==> config.mk <==
export PLATFORM = sky130hd
export DESIGN_NAME = sciss_top
export DESIGN_NICKNAME = d
export VERILOG_FILES = /design/src/common/sciss_pkg.sv /design/src/verilog/sciss_top.sv /design/src/verilog/sciss_step_dec.sv
export SDC_FILE = /design/constraint.sdc
export NUM_CORES = 1
export LEC_CHECK = 0
export BUFFER_PORTS_ARGS = -buffer_cell sky130_fd_sc_hd__buf_2
export CAP_MARGIN = 40
export CORE_UTILIZATION = 50
export DETAILED_ROUTE_END_ITERATION = 8
export PLACE_DENSITY = 0.77
export SLEW_MARGIN = 20
export SYNTH_ARGS = -nofsm -noshare
export SYNTH_HDL_FRONTEND = slang
export SYNTH_SLANG_ARGS = --single-unit
==> constraint.sdc <==
create_clock -name clk_i -period 3.53 [get_ports clk_i]
set_clock_uncertainty 0.1 [all_clocks]
set_input_delay 0.1765 -clock clk_i [delete_from_list [all_inputs] [get_ports clk_i]]
set_output_delay 0.1765 -clock clk_i [all_outputs]
set_load 0.1 [all_outputs]
==> src/common/sciss_pkg.sv <==
/*
 * Constants and carrier types for the interrupt-cause and sequence-step block
 * of a parallel-bus storage protocol controller.
 * Assumes a byte-wide register set on classic Wishbone with one word per index.
 */
package sciss_pkg;

	// ---------------------------------------------------------------
	// register indices and address width
	// ---------------------------------------------------------------
	localparam logic [3:0] SCISS_IDX_STATUS = 4'h4;
	localparam logic [3:0] SCISS_IDX_CAUSE  = 4'h5;
	localparam logic [3:0] SCISS_IDX_STEP   = 4'h6;
	localparam logic [3:0] SCISS_IDX_OFFSET = 4'h7;
	localparam logic [3:0] SCISS_IDX_PERIOD = 4'hD;
	localparam logic [3:0] SCISS_IDX_CTRL   = 4'hE;
	localparam int         SCISS_ADDR_W     = 6;

	// ---------------------------------------------------------------
	// fields and reset values
	// ---------------------------------------------------------------
	localparam int         SCISS_CAUSE_RST_BIT  = 7;
	localparam int         SCISS_CAUSE_ILL_BIT  = 6;
	localparam int         SCISS_CAUSE_DISC_BIT = 5;
	localparam int         SCISS_CAUSE_SVC_BIT  = 4;
	localparam int         SCISS_CAUSE_DONE_BIT = 3;
	localparam int         SCISS_CAUSE_RSEL_BIT = 2;
	localparam int         SCISS_CAUSE_SATN_BIT = 1;
	localparam int         SCISS_CAUSE_SEL_BIT  = 0;
	localparam int         SCISS_STAT_IRQ_BIT   = 7;
	localparam int         SCISS_STEP_LIM_BIT   = 3;
	localparam int         SCISS_CTRL_NORST_BIT = 0;
	localparam logic [4:0] SCISS_PERIOD_RST     = 5'h05;
	localparam logic [4:0] SCISS_PERIOD_MIN_CODE = 5'h04;
	localparam logic [5:0] SCISS_PERIOD_WRAP    = 6'h20;
	localparam logic [5:0] SCISS_PERIOD_MIN     = 6'h05;
	localparam logic [3:0] SCISS_OFFSET_RST     = 4'h0;
	localparam logic [7:0] SCISS_TIMEOUT_RST    = 8'h00;

	// cause patterns of the sequence tables
	localparam logic [7:0] SCISS_C_TIMEOUT   = 8'h20;
	localparam logic [7:0] SCISS_C_SVC_DONE  = 8'h18;
	localparam logic [7:0] SCISS_C_DONE      = 8'h08;
	localparam logic [7:0] SCISS_C_DISC_DONE = 8'h28;
	localparam logic [7:0] SCISS_C_SEL       = 8'h01;
	localparam logic [7:0] SCISS_C_SATN      = 8'h02;
	localparam logic [7:0] SCISS_C_SVC       = 8'h10;

	// ---------------------------------------------------------------
	// sequences and their end conditions
	// ---------------------------------------------------------------
	typedef enum logic [3:0] {
		SCISS_SQ_SEL_ATN_STOP = 4'h0,
		SCISS_SQ_SEL          = 4'h1,
		SCISS_SQ_SEL_ATN      = 4'h2,
		SCISS_SQ_SEL_ATN3     = 4'h3,
		SCISS_SQ_TGT_SEL      = 4'h4,
		SCISS_SQ_TGT_SEL_ATN  = 4'h5,
		SCISS_SQ_TGT_RXCMD    = 4'h6,
		SCISS_SQ_TGT_DISC     = 4'h7,
		SCISS_SQ_TGT_TERM     = 4'h8,
		SCISS_SQ_TGT_CCOMP    = 4'h9
	} sciss_seq_t;

	typedef enum logic [2:0] {
		SCISS_END_TIMEOUT = 3'h0,
		SCISS_END_NOPHASE = 3'h1,
		SCISS_END_PREMAT  = 3'h2,
		SCISS_END_PARITY  = 3'h3,
		SCISS_END_ATN     = 3'h4,
		SCISS_END_DONE    = 3'h5
	} sciss_end_t;

	// one finished sequence from the protocol engine
	typedef struct packed {
		logic       valid;
		sciss_seq_t seq;
		sciss_end_t how;
		logic [1:0] bytes;
		logic       atn;
	} sciss_seq_evt_t;

	// asynchronous bus events, pin level
	typedef struct packed {
		logic bus_reset;
		logic reselected;
		logic disconnected;
		logic info_req;
		logic msgin_req;
	} sciss_bus_evt_t;

	// synchronous pacing towards the transfer engine
	typedef struct packed {
		logic       sync_mode;
		logic       send_stall;
		logic       rx_ack;
		logic       limit;
		logic [5:0] period;
	} sciss_pace_t;

	// per-sequence result: step code and cause pattern
	typedef struct packed {
		logic [2:0] step;
		logic [7:0] cause;
		logic       atn_keep;
	} sciss_report_t;

endpackage : sciss_pkg

==> src/verilog/sciss_top.sv <==
/*
 * Interrupt cause, sequence step, selection timeout and synchronous pacing
 * registers, reached over a classic Wishbone slave with 32-bit data.
 * Assumes the protocol engine posts finished sequences as one-cycle pulses
 * on clk_i; bus-side event pins are asynchronous and are synchronised here.
 */
// Local design decision: the Wishbone register port.
`timescale 1ns/100ps
`default_nettype none
module sciss_top
	import sciss_pkg::*;
(
	input  wire logic                    clk_i,
	input  wire logic                    rst_i,
	// wishbone slave
	input  wire logic                    cyc_i,
	input  wire logic                    stb_i,
	input  wire logic                    we_i,
	input  wire logic [SCISS_ADDR_W-1:0] adr_i,
	input  wire logic [3:0]              sel_i,
	input  wire logic [31:0]             dat_i,
	output logic      [31:0]             dat_o,
	output logic                         ack_o,
	// engine side
	input  wire logic                    target_mode_i,
	input  wire logic                    cmd_write_i,
	input  wire logic                    cmd_illegal_i,
	input  wire logic                    atn_i,
	input  wire sciss_seq_evt_t          seq_evt_i,
	input  wire sciss_bus_evt_t          bus_evt_i,
	input  wire logic                    tx_byte_i,
	input  wire logic                    ack_in_i,
	input  wire logic                    fifo_pop_i,
	input  wire logic                    offset_clr_i,
	// outputs
	output logic                         irq_o,
	output logic                         atn_hold_o,
	output logic      [7:0]              sel_timeout_o,
	output sciss_pace_t                  pace_o
);

	// ---------------------------------------------------------------
	// state
	// ---------------------------------------------------------------
	typedef struct packed {
		logic [31:0]    dat;
		logic           ack;
		logic [7:0]     cause;
		logic [3:0]     step;
		logic           stat_irq;
		logic           no_rst_rep;
		logic [7:0]     timeout;
		logic [4:0]     period;
		logic [3:0]     offset;
		logic [4:0]     outstanding;
		logic           atn_hold;
		logic           rx_ack;
		logic [4:0]     s0;
		logic [4:0]     s1;
		logic [4:0]     s2;
		logic [4:0]     prev;
		logic           sync_mode;
		logic [5:0]     pclk;
	} sciss_state_t;

	sciss_state_t  st_q;
	sciss_state_t  st_d;
	sciss_report_t rep;

	sciss_step_dec u_dec (
		.unused_i (1'b0),
		.evt_i    (seq_evt_i),
		.rep_o    (rep)
	);

	// ---------------------------------------------------------------
	// combinational helpers
	// ---------------------------------------------------------------
	logic       req;
	logic       rd_cause;
	logic [3:0] idx;
	logic [4:0] pins_agree;
	logic [4:0] pins_rise;
	logic [4:0] pins_raw;
	logic [4:0] sync_lvl;
	logic [5:0] period_clk;

	assign req      = cyc_i && stb_i && !st_q.ack;
	assign idx      = adr_i[SCISS_ADDR_W-1:2];
	assign rd_cause = req && !we_i && idx == SCISS_IDX_CAUSE;
	assign pins_raw = {bus_evt_i.bus_reset, bus_evt_i.reselected,
		bus_evt_i.disconnected, bus_evt_i.info_req, bus_evt_i.msgin_req};

	// a pin counts only once the second and third stage agree
	genvar g;
	generate
		for (g = 0; g < 5; g++) begin : g_pin
			assign pins_agree[g] = st_q.s1[g] == st_q.s2[g];
			// a disagreeing pair keeps the last accepted level
			assign sync_lvl[g]   = pins_agree[g] ? st_q.s2[g] : st_q.prev[g];
		end
	endgenerate

	// codes 0..3 wrap to 32..35, 4 behaves as 5
	always_comb begin
		if (st_q.period < SCISS_PERIOD_MIN_CODE) begin
			period_clk = SCISS_PERIOD_WRAP + {1'b0, st_q.period};
		end else if (st_q.period == SCISS_PERIOD_MIN_CODE) begin
			period_clk = SCISS_PERIOD_MIN;
		end else begin
			period_clk = {1'b0, st_q.period};
		end
	end

	// ---------------------------------------------------------------
	// next state
	// ---------------------------------------------------------------
	logic [7:0] set_bits;
	logic [7:0] rd_byte;
	logic       pend;

	always_comb begin
		st_d     = st_q;
		set_bits = '0;
		rd_byte  = '0;
		pend     = |st_q.cause;

		// three-stage synchroniser on every event pin
		st_d.s0   = pins_raw;
		st_d.s1   = st_q.s0;
		st_d.s2   = st_q.s1;
		st_d.prev = sync_lvl;

		// bus answer, one cycle after the request, dropped the cycle after
		st_d.ack = req;
		if (req && !we_i) begin
			unique case (idx)
			SCISS_IDX_STATUS: rd_byte = {st_q.stat_irq, 7'h00};
			SCISS_IDX_CAUSE:  rd_byte = st_q.cause;
			SCISS_IDX_STEP:   rd_byte = {4'h0, st_q.step};
			SCISS_IDX_CTRL:   rd_byte = {7'h00, st_q.no_rst_rep};
			default:          rd_byte = 8'h00;
			endcase
		end
		st_d.dat = {24'h000000, rd_byte};

		if (req && we_i && sel_i[0]) begin
			unique case (idx)
			SCISS_IDX_CAUSE:  st_d.timeout    = dat_i[7:0];
			SCISS_IDX_OFFSET: st_d.offset     = dat_i[3:0];
			SCISS_IDX_PERIOD: st_d.period     = dat_i[4:0];
			SCISS_IDX_CTRL:   st_d.no_rst_rep = dat_i[SCISS_CTRL_NORST_BIT];
			default:          ;
			endcase
		end

		// read clears only when something was posted; software reads
		// status and step first because this wipes them
		if (rd_cause && pend) begin
			st_d.cause    = '0;
			st_d.step     = '0;
			st_d.stat_irq = 1'b0;
		end

		// event sources
		if (pins_rise[4] && !st_q.no_rst_rep) begin
			set_bits[SCISS_CAUSE_RST_BIT] = 1'b1;
		end
		if (cmd_write_i && cmd_illegal_i) begin
			set_bits[SCISS_CAUSE_ILL_BIT] = 1'b1;
		end
		if (!target_mode_i && pins_rise[2]) begin
			set_bits[SCISS_CAUSE_DISC_BIT] = 1'b1;
		end
		if (target_mode_i ? (atn_i && pins_rise[0]) : pins_rise[1]) begin
			set_bits[SCISS_CAUSE_SVC_BIT] = 1'b1;
		end
		if (!target_mode_i && pins_rise[0]) begin
			set_bits[SCISS_CAUSE_DONE_BIT] = 1'b1;
		end
		if (!target_mode_i && pins_rise[3]) begin
			set_bits[SCISS_CAUSE_RSEL_BIT] = 1'b1;
		end
		if (seq_evt_i.valid) begin
			// timeouts, terminations, selections and completions
			set_bits    = set_bits | rep.cause;
			st_d.step[2:0] = rep.step;
			st_d.atn_hold  = rep.atn_keep;
		end

		// set wins over the read clear
		if (|set_bits) begin
			st_d.cause    = st_d.cause | set_bits;
			st_d.stat_irq = 1'b1;
		end

		// synchronous offset tracking
		if (st_q.offset == SCISS_OFFSET_RST || offset_clr_i) begin
			st_d.outstanding = '0;
		end else if (tx_byte_i && !ack_in_i) begin
			st_d.outstanding = st_q.outstanding + 5'h01;
		end else if (ack_in_i && !tx_byte_i && st_q.outstanding != 5'h00) begin
			st_d.outstanding = st_q.outstanding - 5'h01;
		end
		st_d.step[SCISS_STEP_LIM_BIT] = st_q.offset != SCISS_OFFSET_RST
			&& st_d.outstanding >= {1'b0, st_q.offset};
		// one ack per byte leaving the receive fifo, only while the offset is nonzero
		st_d.rx_ack = fifo_pop_i && st_q.offset != SCISS_OFFSET_RST;
		st_d.sync_mode = st_d.offset != SCISS_OFFSET_RST;
		// decoded period lags the code by one cycle
		st_d.pclk = period_clk;
	end

	assign pins_rise = sync_lvl & ~st_q.prev;

	// ---------------------------------------------------------------
	// registers
	// ---------------------------------------------------------------
	always_ff @(posedge clk_i) begin
		if (rst_i) begin
			st_q         <= '0;
			st_q.period  <= SCISS_PERIOD_RST;
			st_q.timeout <= SCISS_TIMEOUT_RST;
			st_q.pclk    <= {1'b0, SCISS_PERIOD_RST};
		end else begin
			st_q <= st_d;
		end
	end

	// ---------------------------------------------------------------
	// outputs
	// ---------------------------------------------------------------
	assign dat_o              = st_q.dat;
	assign ack_o              = st_q.ack;
	assign irq_o              = st_q.stat_irq;
	assign atn_hold_o         = st_q.atn_hold;
	assign sel_timeout_o      = st_q.timeout;
	assign pace_o.sync_mode   = st_q.sync_mode;
	assign pace_o.send_stall  = st_q.step[SCISS_STEP_LIM_BIT];
	assign pace_o.rx_ack      = st_q.rx_ack;
	assign pace_o.limit       = st_q.step[SCISS_STEP_LIM_BIT];
	assign pace_o.period      = st_q.pclk;

endmodule : sciss_top
`default_nettype wire

==> src/verilog/sciss_step_dec.sv <==
/*
 * Maps a finished sequence onto its step code, cause pattern and ATN hold.
 * Assumes the protocol engine reports one finished sequence at a time.
 */
`timescale 1ns/100ps
`default_nettype none
module sciss_step_dec
	import sciss_pkg::*;
(
	input  wire logic           [0:0] unused_i,
	input  wire sciss_seq_evt_t       evt_i,
	output var  sciss_report_t        rep_o
);

	// ---------------------------------------------------------------
	// table lookup
	// ---------------------------------------------------------------
	always_comb begin
		rep_o          = '0;
		rep_o.cause    = SCISS_C_SVC_DONE;
		unique case (evt_i.seq)
		SCISS_SQ_SEL_ATN_STOP: begin
			if (evt_i.how == SCISS_END_TIMEOUT) begin
				rep_o.cause = SCISS_C_TIMEOUT;
			end else if (evt_i.how == SCISS_END_NOPHASE) begin
				rep_o.atn_keep = 1'b1;
			end else begin
				rep_o.step     = 3'h1;
				rep_o.atn_keep = 1'b1;
			end
		end
		SCISS_SQ_SEL, SCISS_SQ_SEL_ATN, SCISS_SQ_SEL_ATN3: begin
			unique case (evt_i.how)
			SCISS_END_TIMEOUT: rep_o.cause = SCISS_C_TIMEOUT;
			SCISS_END_NOPHASE: begin
				// with ATN: no message phase means step 000, ATN held
				if (evt_i.seq != SCISS_SQ_SEL && evt_i.bytes == 2'h0) begin
					rep_o.atn_keep = 1'b1;
				end else begin
					rep_o.step = 3'h2;
				end
				// three-byte select keeps ATN until the third byte went
				if (evt_i.seq == SCISS_SQ_SEL_ATN3 && evt_i.bytes != 2'h0
						&& evt_i.bytes != 2'h3) begin
					rep_o.atn_keep = 1'b1;
				end
			end
			SCISS_END_PREMAT:  rep_o.step = 3'h3;
			default:           rep_o.step = 3'h4;
			endcase
		end
		SCISS_SQ_TGT_SEL: begin
			rep_o.cause = evt_i.atn ? SCISS_C_SVC | SCISS_C_SEL : SCISS_C_SEL;
			if (evt_i.how == SCISS_END_PARITY) begin
				rep_o.step = 3'h1;
			end else if (evt_i.how == SCISS_END_DONE) begin
				rep_o.step = 3'h2;
			end
		end
		SCISS_SQ_TGT_SEL_ATN: begin
			rep_o.cause = evt_i.atn ? SCISS_C_SVC | SCISS_C_SATN : SCISS_C_SATN;
			if (evt_i.how == SCISS_END_PARITY && evt_i.bytes != 2'h0) begin
				rep_o.step = 3'h1;
			end else if (evt_i.how == SCISS_END_DONE) begin
				rep_o.step = 3'h2;
			end
		end
		SCISS_SQ_TGT_RXCMD: begin
			rep_o.cause = evt_i.atn ? SCISS_C_SVC_DONE : SCISS_C_DONE;
			rep_o.step  = (evt_i.how == SCISS_END_DONE) ? 3'h2 : 3'h1;
		end
		default: begin
			// disconnect, terminate, command complete
			if (evt_i.how == SCISS_END_DONE) begin
				rep_o.step  = 3'h2;
				rep_o.cause = SCISS_C_DISC_DONE;
			end else begin
				rep_o.step = (evt_i.bytes == 2'h2) ? 3'h1 : 3'h0;
			end
		end
		endcase
	end

endmodule : sciss_step_dec
`default_nettype wire

### After elaboration in Yosys (flattened, before gate mapping)

Cells that the tools add are included.

* logic and storage cells: 147
* flip-flop bits (word level): 98
* input port bits: 71

* muxes and demuxes: 46
* bitwise logic cells: 5
* magnitude comparators: 2
* reduce and logical (&&, ||, !) cells: 46
* eq/ne operators: 25
* add/sub/neg operators: 3

Operators by type and width (count)
* case mux 11 bit (5 select lines): 1
* two-way mux 5 bit: 7
* case mux 8 bit (4 select lines): 1
* == test 4 x 3 -> 1 bit, second input constant: 7
* logical AND 1 bit: 22
* two-way mux 1 bit: 19
* two-way mux 6 bit: 3
* two-way mux 8 bit: 2
* OR 8 bit: 2
* OR reduction 8 bit: 2
* two-way mux 13 bit: 1
* two-way mux 3 bit: 4
* case mux 3 bit (3 select lines): 1
* == test 4 x 2 -> 1 bit, second input constant: 2
* == test 4 bit, second input constant: 2
* logical NOT 4 bit: 2
* two-way mux 2 bit: 4
* two-way mux 4 bit: 2
* nonzero test 4 bit: 2
* adder 6 x 5 -> 6 bit, first input constant: 1
* == test 3 x 2 -> 1 bit, second input constant: 2
* logical NOT 1 bit: 6
* AND reduction 2 bit: 3
* nonzero test 2 bit: 3
* other kinds (22): 26

### Logic depth before layout (Yosys ltp)

* depth in word-level cells: 10
* mapped depth: 11

### Modules after synthesis

Synthesis repeated with hierarchy kept, for this count alone.

* cell total of the unflattened synthesis: 411
* area total of the unflattened synthesis: 3706.1 µm²

Modules (own cells, without submodules)
* sciss_top: instances 1, cells each 353, area each 3363.2 µm², sequential area each 1481.4 µm²
* sciss_step_dec: instances 1, cells each 58, area each 342.8 µm², sequential area each 0.0 µm²

### Worst setup path before layout

OpenSTA, ideal clock, no wires.

* kind: flip-flop to flip-flop
* start: register st_q[29] in the netlist's numbering
* end: register st_q (netlist bit pace_o[6])
* stages on the path, launching flop included: 12
* path slack: 1.036 ns
* path buffers: 0
* setup time: 0.122 ns
* arrival time: 2.272 ns
* period minus slack after synthesis: 2.494 ns
* path through: dfxtp_1 -> inv_1 -> ha_1 -> nor4b_2 -> o21ai_0 -> xnor2_1 -> nand2_1 -> ha_1 -> nand2b_1 -> a21o_1 -> a21o_1 -> a311o_1

* cells in the longest elaborated chain, start to end: 7
* elaborated cells between the ends (all ways): 9
* classes of those cells: add/sub: 2; order compare: 1; mux: 3; reduce/logical: 3

Ends and longest elaborated chain
* start: declaration: RTL line sciss_top.sv:66 `sciss_state_t st_q;`
* start signal: assignment: RTL line sciss_top.sv:226 `st_q <= st_d;`
* parallel branches: the longest is 3 deep, another holds subtractor 5 x 1 -> 5 bit
* two-way mux 5 bit (*): RTL line sciss_top.sv:200 `end else if (tx_byte_i && !ack_in_i) begin`
* two-way mux 5 bit (*): RTL line sciss_top.sv:198 `if (st_q.offset == SCISS_OFFSET_RST || offset_clr_i) begin`
* greater-or-equal comparator 5 x 4 -> 1 bit (*): RTL line sciss_top.sv:206 `&& st_d.outstanding >= {1'b0, st_q.offset};`
* logical AND 1 bit (*): RTL line sciss_top.sv:206

Mark *: on every way between the ends.
A chain may end at the register's enable or synchronous reset.

### Worst setup path after layout

Ends and elaborated chain as after synthesis.

==> results.ini <==
[yosys]
synth_edf_count=0
yosys.area_share.adder_pct=2.14
synthMuxAreaShare_pct=6.06
ys.flop_type=dfxtp_1
yosysSeqAreaShare_pct=42.2
synth_cell_types=64
synth-simple-area-share_pct=23.9
netlist_instances=384
synth_compound_area_share_pct=11.0
synth_top_family_by_area=simple AND/OR/NAND/NOR gates
syn_area_um2=3510
synth_seq_cells=74
synthXorXnorAreaFrac_pct=0.499
yosysWarnings=0
avgSynthCellArea_um2=9.14
synthArstFlopShare_pct=0

[clock_network]
h-tree-depth=3
cts_num_sinks=74
cts_root_buffer=clkbuf_8
clkTransAtPathRegs_ns=0.07
cts_setup_buffers=0
clockBufferDepth=2
cts_made_buffers=9
tritoncts=built
clk_latency_ns=0.34

[grt]
grt_first_pass_wirelength_um=10800
grt_util_all_layers_pct=18.7
antenna_found_initial=0
grt_start_max_net_pins=38
grt_pass1_vias=2393
overflow=0

[floorplanning]
core_um2=6790
die_x_um=85.8
row_count=30
io_pins=124
die_h_um=85.8
start_util_pct=51.6
die_area_um2=7360

[route]
viasPerCell=5.08
first_iter_violations=160
routed_wl_um=6650
first_pass_iters=5
drc=0
postRouteAntennaNets=0
via_count=2746
wl_per_cell_um=12.3

[power_and_ir_drop]
max-vdd-ir-drop_mv=0.257
p_total_uw=1740
p_leak_uw=0.00169
pwr_density_cell_nw_per_um2=439

[place]
dp_hpwl_um=4740
portBuffers=70
gp_congestion=0.864

[sta]
worst_pin_slew_ns=0.559
rsz0062_at_grt=false
fmax_ghz=0.353
setup_viol=0
slew_headroom_pct=62.6
period_share_pct=80.4
finalMaxSlewViolations=0
timing.hold.ws_ns=0.0309
finalSetupTns_ns=0
hold_violations=0
finalCriticalPeriod_ns=2.84

[worst_hold_path]
min_path_type=in2reg

[layout]
drive_above_1_share_pct=20.9
seqCellArea_um2=1480
multi_input_area_um2=1620
nFillCells=616
antennaDiodeCount=0
fin_nets=517
area_growth_pct=13.3
final_core_util_pct=58.5

[outcome]
status=complete, no violations

[worst_setup_path]
critPathMaxFanout=5
worstSetupStartpointType=flip-flop
required_ns=3.65
cp-end-kind=flip-flop
critical_path_class=reg2reg
arrival_ns=2.96

[job]
max_cap_viol_count=0

what timing repair did:
| action | CTS | global route |
|---|---|---|
| resized for setup | 0 | 0 |
| hold endpoints to repair | 15 | 0 |
| endpoints found under the setup margin | 0 | 0 |
| hold buffers | 16 | 0 |
power breakdown:
part	internal, uW	switching, uW	leakage [uW]
clock network	328	305	0.0000966
logic	60.5	193	0.000988
registers	849	8.55	0.000601
state kept, by name, summed over array words and instances (netlist names):
name	count
ack_o	1
atn_hold_o	1
dat_o	8
irq_o	1
pace_o	9
sel_timeout_o	8
st_d	10
st_q	36
kinds of logic after synthesis:
family,Yosys count
buffers and inverters,76
xor gates and xnor gates,2
muxes,21
AOI/OAI and AO/OA,57
DFF,74
other,1
adders and majority gates,6
and+or+nand+nor,147
area by class of cell:
type / count / area share, %
clock inverter: 6 / 1.64
multi-input combinational: 257 / 40.8
sequential: 74 / 37.3
clock buffer: 10 / 3.21
timing repair buffer: 87 / 13.0
inverter: 11 / 1.04
tap: 96 / 3.02
stage by stage:
step           worst slack [ns]  area [um2]  cells
6_report                  0.694        3980    541
5_1_grt                   0.447        3980    541
4_1_cts                   0.697        3980    541
3_5_place_dp              0.722        3620    509
3_3_place_gp              0.819        3620    509
2_1_floorplan              1.04        3590    407
Yosys cell counts (3+ instances only):
cell type	instances	area, um2
nand2b_1	6	37.5
nand3_1	3	15.0
buf_2	4	20.0
and3_1	3	18.8
or4_1	6	45.0
nor2b_1	22	138
nor3b_1	5	37.5
nor4bb_1	5	50.1
inv_1	11	41.3
nand2_1	17	63.8
clkbuf_1	7	26.3
a22oi_1	5	37.5
or3_1	4	25.0
and2_1	3	18.8
nor3_1	9	45.0
dfxtp_1	74	1480
nor2_1	40	150
a21oi_1	15	75.1
mux2i_1	19	190
nand4_1	5	31.3
ha_1	6	75.1
a31oi_1	4	25.0
buf_4	51	383
o21ai_0	10	50.1
worst paths after layout:
check / startpoint / end / slack, ns / cells past startpoint
max: st_q[29] / pace_o[6] / 0.69 / 11
min: dat_i[0] / st_q[38] / 0.03 / 3
min reg2reg: ack_o / ack_o / 0.34 / 1
max reg2reg: st_q[29] / pace_o[6] / 0.69 / 11
metal layers:
layer	global-route usage [%]	part of all wire [%]	up-vias
li1	-	-	1390
met1	23.5	47	1259
met2	29.9	46	92
met3	6.16	6.6	5
met4	6.97	0.77	0
met5	0	0	-
cell usage in the layout (no fill, tap or decap), types with 2 or more instances in the layout:
cell type	n
nor3_1	9
and3_1	3
nand3b_1	2
or3_1	4
conb_1	24
a22oi_1	5
o221ai_1	2
nand2b_1	6
nand3_1	3
a32oi_1	2
and2_1	3
xnor2_1	2
mux2i_1	19
nor3b_1	5
nor4bb_1	5
o21ai_0	10
nor4_1	2
a31oi_1	4
ha_1	6
or4_1	6
nor4b_1	2
nand2_1	17
o21a_1	2
clkbuf_8	9
dfxtp_1	74
dlygate4sd3_1	16
a21o_1	2
clkinv_2	2
inv_1	11
nor2b_1	22
and3b_1	2
a21oi_1	15
nor2_1	40
buf_2	70
nand4_1	5
worst max-delay path, cell delays in order (launching register included):
cell      delay (ns)
dfxtp_1         0.35
inv_1           0.10
ha_1            0.19
nor4b_2         0.43
o21ai_0         0.17
xnor2_1         0.19
nand2_1         0.09
ha_1            0.27
nand2b_1        0.15
a21o_1          0.17
a21o_1          0.17
a311o_1         0.35
(Power assumes the default switching activity.)
